`src/audio_pulse_regs.svh`:
```
`ifndef AUDIO_PULSE_REGS_SVH
`define AUDIO_PULSE_REGS_SVH

// *****************************************************************
// Timing
// *****************************************************************
`define AUDIO_CLOCK_HZ 250000000
`define AUDIO_BAND_HZ 5000
`define AUDIO_OVERSAMPLE 10
`define AUDIO_MIN_RATE_HZ (`AUDIO_BAND_HZ * `AUDIO_OVERSAMPLE)
`define AUDIO_MAX_PERIOD_CYC (`AUDIO_CLOCK_HZ / `AUDIO_MIN_RATE_HZ)

// *****************************************************************
// Reset values
// *****************************************************************
`define AUDIO_DUTY_RST 8'h80

`endif

```
`src/audio_pulse_pkg.sv`:
```
package audio_pulse_pkg;
   typedef enum logic {mod_pwm_type_val, mod_pdm_type_val} mod_scheme_type;
endpackage

```
`src/mono_audio_pulse_output.sv`:
```
`include "audio_pulse_regs.svh"
// Operation
// - Pulse pin open-drain: low or released only
// - Shutdown control high while audio wanted
// - PWM or PDM chosen at design time
// - PWM: one pulse per fixed period, sample width
// - Average level tracks sample linearly
// - Pulse rate at least ten times bandwidth
// - Pulse rate as high as practical
module mono_audio_pulse_output #(
   parameter int WIDTH = 8,
   parameter audio_pulse_pkg::mod_scheme_type SCHEME =
      audio_pulse_pkg::mod_pwm_type_val
) (
   input wire logic clock, // System clock
   input wire logic rst_n, // Synchronous reset
   input wire logic clk_en, // Freezes state when low
   input wire logic enable, // Audio wanted
   input wire logic sample_valid, // Sample strobe
   input wire logic [WIDTH-1:0] sample, // Unsigned amplitude
   input wire logic audio_pulse_in, // Pin level read back
   output logic audio_pulse_out, // Pin output value, always 0
   output logic audio_pulse_oe_n, // Low pulls pin low
   output logic audio_shutdown_ctrl, // High unmutes
   output logic period_start // Pulse at each period start
);

   // *****************************************************************
   // Parameter checks
   // *****************************************************************
   localparam int PERIOD = 1 << WIDTH;
   localparam int MAX_PERIOD = `AUDIO_MAX_PERIOD_CYC;

   // Refused at elaboration, before any logic is built
   generate
      if (WIDTH < 2 || WIDTH > 16) begin : g_bad_width
         $error("WIDTH out of range");
      end
      if (PERIOD > MAX_PERIOD) begin : g_slow_rate
         $error("Pulse rate too low for audio band");
      end
   endgenerate

   // *****************************************************************
   // Sample holding
   // *****************************************************************
   logic [WIDTH-1:0] pend_ff;
   logic [WIDTH-1:0] duty_ff;
   logic [WIDTH-1:0] cnt_ff;
   logic [WIDTH:0] acc_ff;
   logic wrap;
   logic bit_one;

   logic [WIDTH:0] hi_cnt_ff;

   // Last count of a period
   function automatic logic last_step(input logic [WIDTH-1:0] c);
      return c == {WIDTH{1'b1}};
   endfunction

   assign wrap = last_step(cnt_ff);

   always_ff @(posedge clock) begin
      if (!rst_n) begin
         pend_ff <= WIDTH'(`AUDIO_DUTY_RST);
      end else if (clk_en && sample_valid) begin
         pend_ff <= sample;
      end
   end

   // Latched only at period boundary
   always_ff @(posedge clock) begin
      if (!rst_n) begin
         duty_ff <= WIDTH'(`AUDIO_DUTY_RST);
      end else if (clk_en && wrap) begin
         duty_ff <= (sample_valid) ? sample : pend_ff;
      end
   end

   // *****************************************************************
   // Modulator
   // *****************************************************************
   always_ff @(posedge clock) begin
      if (!rst_n) begin
         cnt_ff <= '0;
      end else if (clk_en) begin
         cnt_ff <= cnt_ff + 1'b1;
      end
   end

   // Density accumulator; carry gives the bit
   always_ff @(posedge clock) begin
      if (!rst_n) begin
         acc_ff <= '0;
      end else if (clk_en) begin
         acc_ff <= {1'b0, acc_ff[WIDTH-1:0]} + {1'b0, duty_ff};
      end
   end

   always_comb begin
      if (SCHEME == audio_pulse_pkg::mod_pwm_type_val) begin
         bit_one = (cnt_ff < duty_ff);
      end else begin
         bit_one = acc_ff[WIDTH];
      end
   end

   // *****************************************************************
   // Check helper
   // *****************************************************************
   // High bits counted over one period, cleared at the boundary
   always_ff @(posedge clock) begin
      if (!rst_n) begin
         hi_cnt_ff <= '0;
      end else if (clk_en) begin
         if (wrap) begin
            hi_cnt_ff <= '0;
         end else begin
            hi_cnt_ff <= hi_cnt_ff + (WIDTH+1)'(bit_one);
         end
      end
   end

   // *****************************************************************
   // Pin drivers
   // *****************************************************************
   always_ff @(posedge clock) begin
      if (!rst_n) begin
         audio_pulse_oe_n <= 1'b0;
         audio_shutdown_ctrl <= 1'b0;
         period_start <= 1'b0;
      end else if (clk_en) begin
         audio_pulse_oe_n <= bit_one & enable;
         audio_shutdown_ctrl <= enable;
         period_start <= wrap;
      end
   end

   always_ff @(posedge clock) begin
      audio_pulse_out <= 1'b0;
   end

   // *****************************************************************
   // Scheme specific checks
   // *****************************************************************
   generate
      if (SCHEME == audio_pulse_pkg::mod_pwm_type_val) begin : g_pwm_chk

      end else begin : g_pdm_chk

      end
   endgenerate
endmodule // mono_audio_pulse_output

```
`config.mk`:
```
export PLATFORM = sky130hd
export DESIGN_NAME = mono_audio_pulse_output
export DESIGN_NICKNAME = d
export VERILOG_FILES = /design/src/audio_pulse_pkg.sv /design/src/mono_audio_pulse_output.sv
export VERILOG_INCLUDE_DIRS = /design/src
export SDC_FILE = /design/constraint.sdc
export NUM_CORES = 1
export LEC_CHECK = 0
export BUFFER_PORTS_ARGS = -buffer_cell sky130_fd_sc_hd__buf_4
export CAP_MARGIN = 10
export CORE_MARGIN = 4
export CORE_UTILIZATION = 56
export DETAILED_ROUTE_END_ITERATION = 16
export HOLD_SLACK_MARGIN = 0.12
export PLACE_DENSITY = 0.88
export SLEW_MARGIN = 20
export SYNTH_ARGS = -nofsm -noshare
export SYNTH_HDL_FRONTEND = slang
export SYNTH_SLANG_ARGS = --single-unit
export TNS_END_PERCENT = 100
```
`constraint.sdc`:
```
create_clock -name clock -period 1.7 [get_ports clock]
set_input_delay 0.34 -clock clock [delete_from_list [all_inputs] [get_ports clock]]
set_output_delay 0.34 -clock clock [all_outputs]
set_load 0.005 [all_outputs]
```
# == Word level (Yosys, flattened, before mapping) ==
# Cells that the tools add are included.
# word_totals
reg_bits,27
output_inout_bits,4
# classes
addsub,1
order_cmp,1
eq_ne,1
muxes,1
n_bitwise,1
n_reduce_logical,2
# op_table
op,n
"8-bit by 1-bit adder with 8-bit output, second input constant",1
"8-bit == test, second input constant",1
8-bit less-than comparator,1
8-bit 2-to-1 mux,1
1-bit logical AND,2
1-bit AND,1

# == Logic depth before layout (Yosys ltp) ==
# Gate-level depths: netlist (run 1).
# depth
ltp_word,2
depth_mapped,6
depth_no_buf,5

# == Worst setup path after synthesis (run 1) ==
# Ideal clock, no wire load.
# synth_path
path_type,flip-flop to flip-flop
start,register cnt_ff[0]
end,register duty_ff[6]
setup_time_ps,116
arrival_ps,1273
required_ps,1584
path_slack_ps,311
path_stages_with_launch,7
cell_sequence,dfxtp_1 ha_1 nand2_1 nor3_4 buf_6 nand2_2 o211a_1
# synth_between
elab_chain_len,2
# synth_rtl
item,line,source
from (decl),mono_audio_pulse_output.sv:49,logic [WIDTH-1:0] cnt_ff;
from (signal assigned),mono_audio_pulse_output.sv:87,cnt_ff <= cnt_ff + 1'b1;
8-bit == test,mono_audio_pulse_output.sv:58,return c == {WIDTH{1'b1}};
1-bit logical AND,mono_audio_pulse_output.sv:75,end else if (clk_en && wrap) begin
to (signal assigned),mono_audio_pulse_output.sv:74,duty_ff <= WIDTH'(`AUDIO_DUTY_RST);
to (signal assigned),mono_audio_pulse_output.sv:76,duty_ff <= (sample_valid) ? sample : pend_ff;
to (decl),mono_audio_pulse_output.sv:48,logic [WIDTH-1:0] duty_ff;
# No other way between the ends.
# A chain may end at the register's enable or synchronous reset.

# == Final worst setup path (run 1) ==
# layout_path
start,register cnt_ff[0]
end,register duty_ff[1]
# The elaborated chain is that of the path after synthesis.

==> results by group, run 1 <==
Layout
  • Most frequent cells in the layout: 27 x dfxtp_1, 21 x nand2_1, 17 x buf_4
  • Area grow syn2layout: 10.1%
  • Share of cells above drive strength 1: 15.3%
  • Antenna cells: 0
  • Register area: 541 um2
  • Most common cell after layout, fill and taps aside: dfxtp_1
  • Fin nets: 180
  • Design Area, Final: 0.00149 mm2
  • Multi-input logic area: approximately 730 um2
  • Fill count: 193

GRT
  • Vias in the first global route: between 1000 and 1500
  • Largest net degree at the start of global routing: 30
  • Initial antenna violation count: 0
  • GRT Total Usage: between 10% and 20%
  • First-pass GRT wire length: ~4500 um
  • Total gr overflow: 0

STA
  • Final Hold Viols: 0
  • Setup TNS: 0 ns
  • Period utilization: 87.0%
  • Max Freq: 676 MHz
  • Clock period minus worst slack: 1.48 ns
  • Final setup violation count: 0
  • Clock Skews: between 0.008 and 0.009 ns
  • RSZ-0062 raised after global routing: false
  • Final Slew Violations: 0

Synthesis
  • Synthesized netlist cell count: 145
  • Seq/Total Area, Yosys: 39.9%
  • Top FF cell, synth: dfxtp_1
  • Number of flops mapped to enable cells by yosys: 0
  • Seq cells post-synth: 27
  • Net Count, Synth: 167
  • Synth Cell Area: around 0.0014 mm2
  • Syn Area/Cell: 9.35 um2
  • FFs w/ async S/R, synth: 0%
  • Yosys warning count: 0
  • Distinct cells, synth: 34

Floorplanning
  • Chip Width: around 57 um
  • Core area: 0.00225 mm2
  • # IOs: 18
  • Initial core utilization: 60.1%
  • Row cnt: 17
  • Die area: ~0.0033 mm2
  • Die H: 57.2 um

Detailed routing
  • Total wire length: between 2000 and 2500 um
  • Vias per cell: around 5.8
  • Vias: between 1000 and 1500
  • Routed Antenna Nets: 0
  • # DRC: 0
  • Drt wl/cell: 13.4 um
  • Initial DRT Pass Iterations: 4
  • DR iter-0 viols: 22

Setup path
  • Critical-path maximum fanout: 17
  • CP required: approximately 1.9 ns
  • CP arrival: 1.70 ns
  • Worst setup EP type: flip-flop
  • Kind of critical path: reg -> reg
  • Setup crit start kind: flip-flop

Placement
  • Dpl cell area: 0.00147 mm2
  • HPWL after DPL: 1900 um
  • Port bufs: 15
  • Gpl congestion: 0.707

Pwr
  • VDD IR max: 0.000768 V
  • Power Dens Cells: 701 mW/mm2
  • Leak: 0.700 nW

Clock tree
  • Post-CTS resize count: 0
  • CTS tree: yes
  • CTS sink count: 27
  • Reg clk slew, reported paths: 0.14 ns
  • Root Driver: clkbuf_4
  • Cts hold-fix bufs: 0
  • TritonCTS Buffers: 3
  • Setup Fix Bufs, Post-CTS: 0
  • Clock buffer depth: 2
  • Clk_lat worst skew: 0.32 ns
  • Htree depth: 1

Status
  • Status: finished clean

Flow run
  • Max Cap Viol: 0

Worst hold path
  • Hold Path Class: in -> reg
==> per-stage QoR <==
step	power, mW	utilization, %	cells	hold WS [ns]	setup slack [ns]
3_3_place_gp	0.779	65.0	181	0.449	0.283
3_5_place_dp	0.788	65.0	181	0.456	0.228
4_1_cts	1.05	66.1	185	0.285	0.215
6_report	1.05	66.1	185	0.287	0.221
5_1_grt	1.10	66.1	185	0.294	0.0836
2_1_floorplan	0.746	-	145	0.440	0.311
==> registers in the layout (all words and copies together), names as in the netlist <==
name / count
cnt_ff: 8
pend_ff: 8
duty_ff: 8
audio_pulse_oe_n: 1
period_start: 1
audio_shutdown_ctrl: 1
==> routing by layer <==
layer,part of all wire [%],global-route usage [%]
met5,0,0
met1,40,19.4
met2,49,28.9
met3,7.7,6.33
met4,3.1,7.62
==> final timing paths <==
check / start / endpoint / slack, ns / cells past startpoint
setup / recovery: cnt_ff[0] / duty_ff[1] / 0.22 / 6
hold / removal: enable / audio_shutdown_ctrl / 0.29 / 3
hold reg to reg: pend_ff[6] / pend_ff[6] / 0.47 / 2
setup reg to reg: cnt_ff[0] / duty_ff[1] / 0.22 / 6
==> cell families after synthesis <==
kind of cell             count (synthesis)  share of synthesized area [%]
AO/OA/AOI/OAI                           27                           15.3
XOR/XNOR                                 5                           3.23
adder cells (fa/ha/maj)                  8                           7.39
buffers and inverters                   17                           6.09
flip-flops                              27                           39.9
multiplexers                            10                           7.39
other                                    1                          0.277
AND/OR/NAND/NOR                         50                           20.4
==> cell usage after synthesis (all sizes together) (4+ instances only) <==
library cell  number  area [um2]
o211a              7        70.1
nand4              4        40.0
nand3              9        45.0
inv                8        30.0
dfxtp             27         541
mux2i             10         100
nand2             22        85.1
and2               5        31.3
a21boi             9        67.6
buf                6        41.3
ha                 8         100
o21ai              4        20.0
==> final cells by class <==
class	count	share of cell area, %
well taps	28	2.35
multi-input cells	101	49.1
clock buffers	4	1.76
inverters	8	2.01
flip-flops and latches	27	36.2
repair buffers	17	8.56
==> critical path, cell delays in order (launching register included) <==
cell and delay [ns]:
dfxtp_1 0.43, ha_1 0.23, nand2_1 0.13, nor3_4 0.17, buf_4 0.23, nand2_1 0.07, o211a_1 0.13
==> power breakdown <==
group,internal [mW],leakage [nW],switching (mW)
Sequential,0.650,0.219,0.0131
Clock,0.0918,0.0150,0.181
Combinational,0.0547,0.466,0.0550
Total,0.797,0.700,0.249
(Power assumes the default switching activity.)
==> inputs of run 2 (changes only) <==
--- a/config.mk
+++ b/config.mk
@@ -12,7 +12,7 @@
 export CORE_UTILIZATION = 56
 export DETAILED_ROUTE_END_ITERATION = 16
 export HOLD_SLACK_MARGIN = 0.12
-export PLACE_DENSITY = 0.88
+export PLACE_DENSITY = 0.76
 export SLEW_MARGIN = 20
 export SYNTH_ARGS = -nofsm -noshare
 export SYNTH_HDL_FRONTEND = slang
==> run 2 against run 1 <==
Count of clock-buffer cells in the layout fell by 1. Cell count did not move. Via count fell by 4.8%. Routed wire length fell by 4.5%. Combinational power barely moved. Fmax fell by 0.79%. Register-to-register slack barely moved. Largest cell class unchanged.
==> results by group, run 2 (synthesis results as in run 1) <==
Clock tree
  • Clk_lat worst skew: 0.33 ns (about the same)
  • Root Driver: clkbuf_4
  • Setup Fix Bufs, Post-CTS: 0 (unchanged)
  • Htree depth: 1 (unchanged)
  • CTS sink count: 27 (unchanged)
  • Reg clk slew, reported paths: 0.14 ns (about the same)
  • CTS tree: yes
  • Post-CTS resize count: 0 (unchanged)
  • Clock buffer depth: 2 (unchanged)
  • TritonCTS Buffers: 3 (unchanged)
  • Cts hold-fix bufs: 0 (unchanged)

STA
  • Clock Skews: 0.00218 ns (-0.00600 ns)
  • Max Freq: 671 MHz (-0.79%)
  • Final setup violation count: 0 (unchanged)
  • Final Hold Viols: 0 (unchanged)
  • RSZ-0062 raised after global routing: false
  • Clock period minus worst slack: 1.49 ns (+0.0118 ns)
  • Period utilization: 87.7% (+0.69 points)
  • Final Slew Violations: 0 (unchanged)
  • Setup TNS: 0 ns (unchanged)

Layout
  • Share of cells above drive strength 1: 15.9% (+0.64 points)
  • Most common cell after layout, fill and taps aside: dfxtp_1
  • Top Registers: cnt_ff x8, duty_ff x8, pend_ff x8
  • Most frequent cells in the layout: 27 x dfxtp_1, 21 x nand2_1, 17 x buf_4
  • Antenna cells: 0 (unchanged)
  • Fin nets: 180 (unchanged)
  • Area grow syn2layout: 10.2% (about the same)
  • Fin cells: 185 (unchanged)

Floorplanning
  • Row cnt: 17 (unchanged)
  • # IOs: 18 (unchanged)
  • Core area: 0.00225 mm2 (unchanged)
  • Die area: 0.00327 mm2 (unchanged)
  • Initial core utilization: 60.1% (unchanged)
  • Die H: 57.2 um (unchanged)
  • Chip Width: 57.2 um (unchanged)

Placement
  • Gpl congestion: 0.735 (+4.0%)
  • Placed cells: 181 (unchanged)
  • Port bufs: 15 (unchanged)
  • HPWL after DPL: 1740 um (-8.5%)

Detailed routing
  • # DRC: 0 (unchanged)
  • Total wire length: 2370 um (-4.5%)
  • Vias: 1021 (-4.8%)
  • Initial DRT Pass Iterations: 3 (-1)
  • Drt wl/cell: 12.8 um (-4.5%)
  • Routed Antenna Nets: 0 (unchanged)
  • DR iter-0 viols: 16 (-27%)
  • Vias per cell: 5.52 (-4.8%)

Pwr
  • Power Dens Cells: 703 mW/mm2 (+0.27%)
  • VDD IR max: 0.000611 V (-20%)
  • Pwr Total: 1.05 mW (+0.35%)
  • Leak: 0.703 nW (+0.39%)

Setup path
  • Worst setup EP type: flip-flop
  • Setup crit start kind: flip-flop
  • Critical path endpoint: duty_ff[1]
  • FF-to-FF End: duty_ff[1]
  • Critical Path Start: cnt_ff[1]
  • R2R Path Start: cnt_ff[1]
  • Reg2reg setup slack: 0.21 ns (about the same)
  • Worst Reg-to-Reg Cells: 6 (unchanged)
  • CP required: 1.94 ns (+0.02 ns)
  • CP arrival: 1.73 ns (+0.03 ns)
  • Critical-path maximum fanout: 17 (unchanged)
  • Kind of critical path: reg -> reg

Worst hold path
  • WHS Path Cells: 3 (unchanged)
  • Hold Path Class: in -> reg

GRT
  • Vias in the first global route: 1005 (-4.4%)
  • Largest net degree at the start of global routing: 30 (unchanged)
  • GRT Total Usage: 16.1% (-1.1 points)
  • Total gr overflow: 0 (unchanged)
  • First-pass GRT wire length: 4190 um (-6.0%)
  • Initial antenna violation count: 0 (unchanged)

Flow run
  • Max Cap Viol: 0 (unchanged)

Status
  • Status: finished clean
==> run 2: cell count changes in the layout (fill, tap and decap cells not counted) <==
cell and change:
clkbuf_1 -1, clkinv_2 +1
==> run 2: cell type report <==
cell class / count / area (um2)
Clock buffer: 3 / 22.5
Clock inverter: 1 / 5.00
Fill cell: 190 / 762
Inverter: 8 / 30.0
Multi-Input combinational cell: 101 / 732
Sequential cell: 27 / 541
Tap cell: 28 / 35.0
Timing Repair Buffer: 17 / 128
==> run 2: how the worst min path moves through the flow <==
stage | to | from | slack [ns]
finish | pend_ff[7] | sample[7] | 0.25
global route | pend_ff[7] | sample[7] | 0.25
CTS | pend_ff[7] | sample[7] | 0.23
detailed placement | pend_ff[2] | pend_ff[2] | 0.45
global placement | pend_ff[4] | pend_ff[4] | 0.45
floorplan | pend_ff[7] | pend_ff[7] | 0.44
==> run 2: routing by layer <==
layer  vias up  track usage [%]  share of wire, %
met3         5             2.04               2.4
li1        526                -                 -
met2         9             28.1                49
met5         -                0                 0
met4         0             8.94               2.6
met1       481             18.9                46
==> run 2: power breakdown <==
part           switching, mW  total (mW)  leakage, nW  internal [mW]
clock network          0.191       0.279       0.0177         0.0885
registers             0.0126       0.663        0.219          0.650
logic                 0.0528       0.107        0.466         0.0546
total                  0.256        1.05        0.703          0.793
==> run 2: worst max-delay path, cell delays in order (launching register included) <==
cell	delay [ns]
dfxtp_1	0.43
ha_1	0.23
nand2_1	0.14
nor3_4	0.18
buf_4	0.22
nand2_1	0.07
o211a_1	0.13
==> run 2: per-stage QoR <==
| step | utilization, % | setup slack, ns | instance area (um2) | hold WS, ns |
|---|---|---|---|---|
| finish | 66.2 | 0.209 | 1490 | 0.253 |
| global route | 66.2 | 0.0375 | 1490 | 0.249 |
| CTS | 66.2 | 0.190 | 1490 | 0.233 |
| detailed placement | 65.0 | 0.212 | 1470 | 0.455 |
| global placement | 65.0 | 0.249 | 1470 | 0.449 |
| floorplan | - | 0.311 | 1360 | 0.440 |
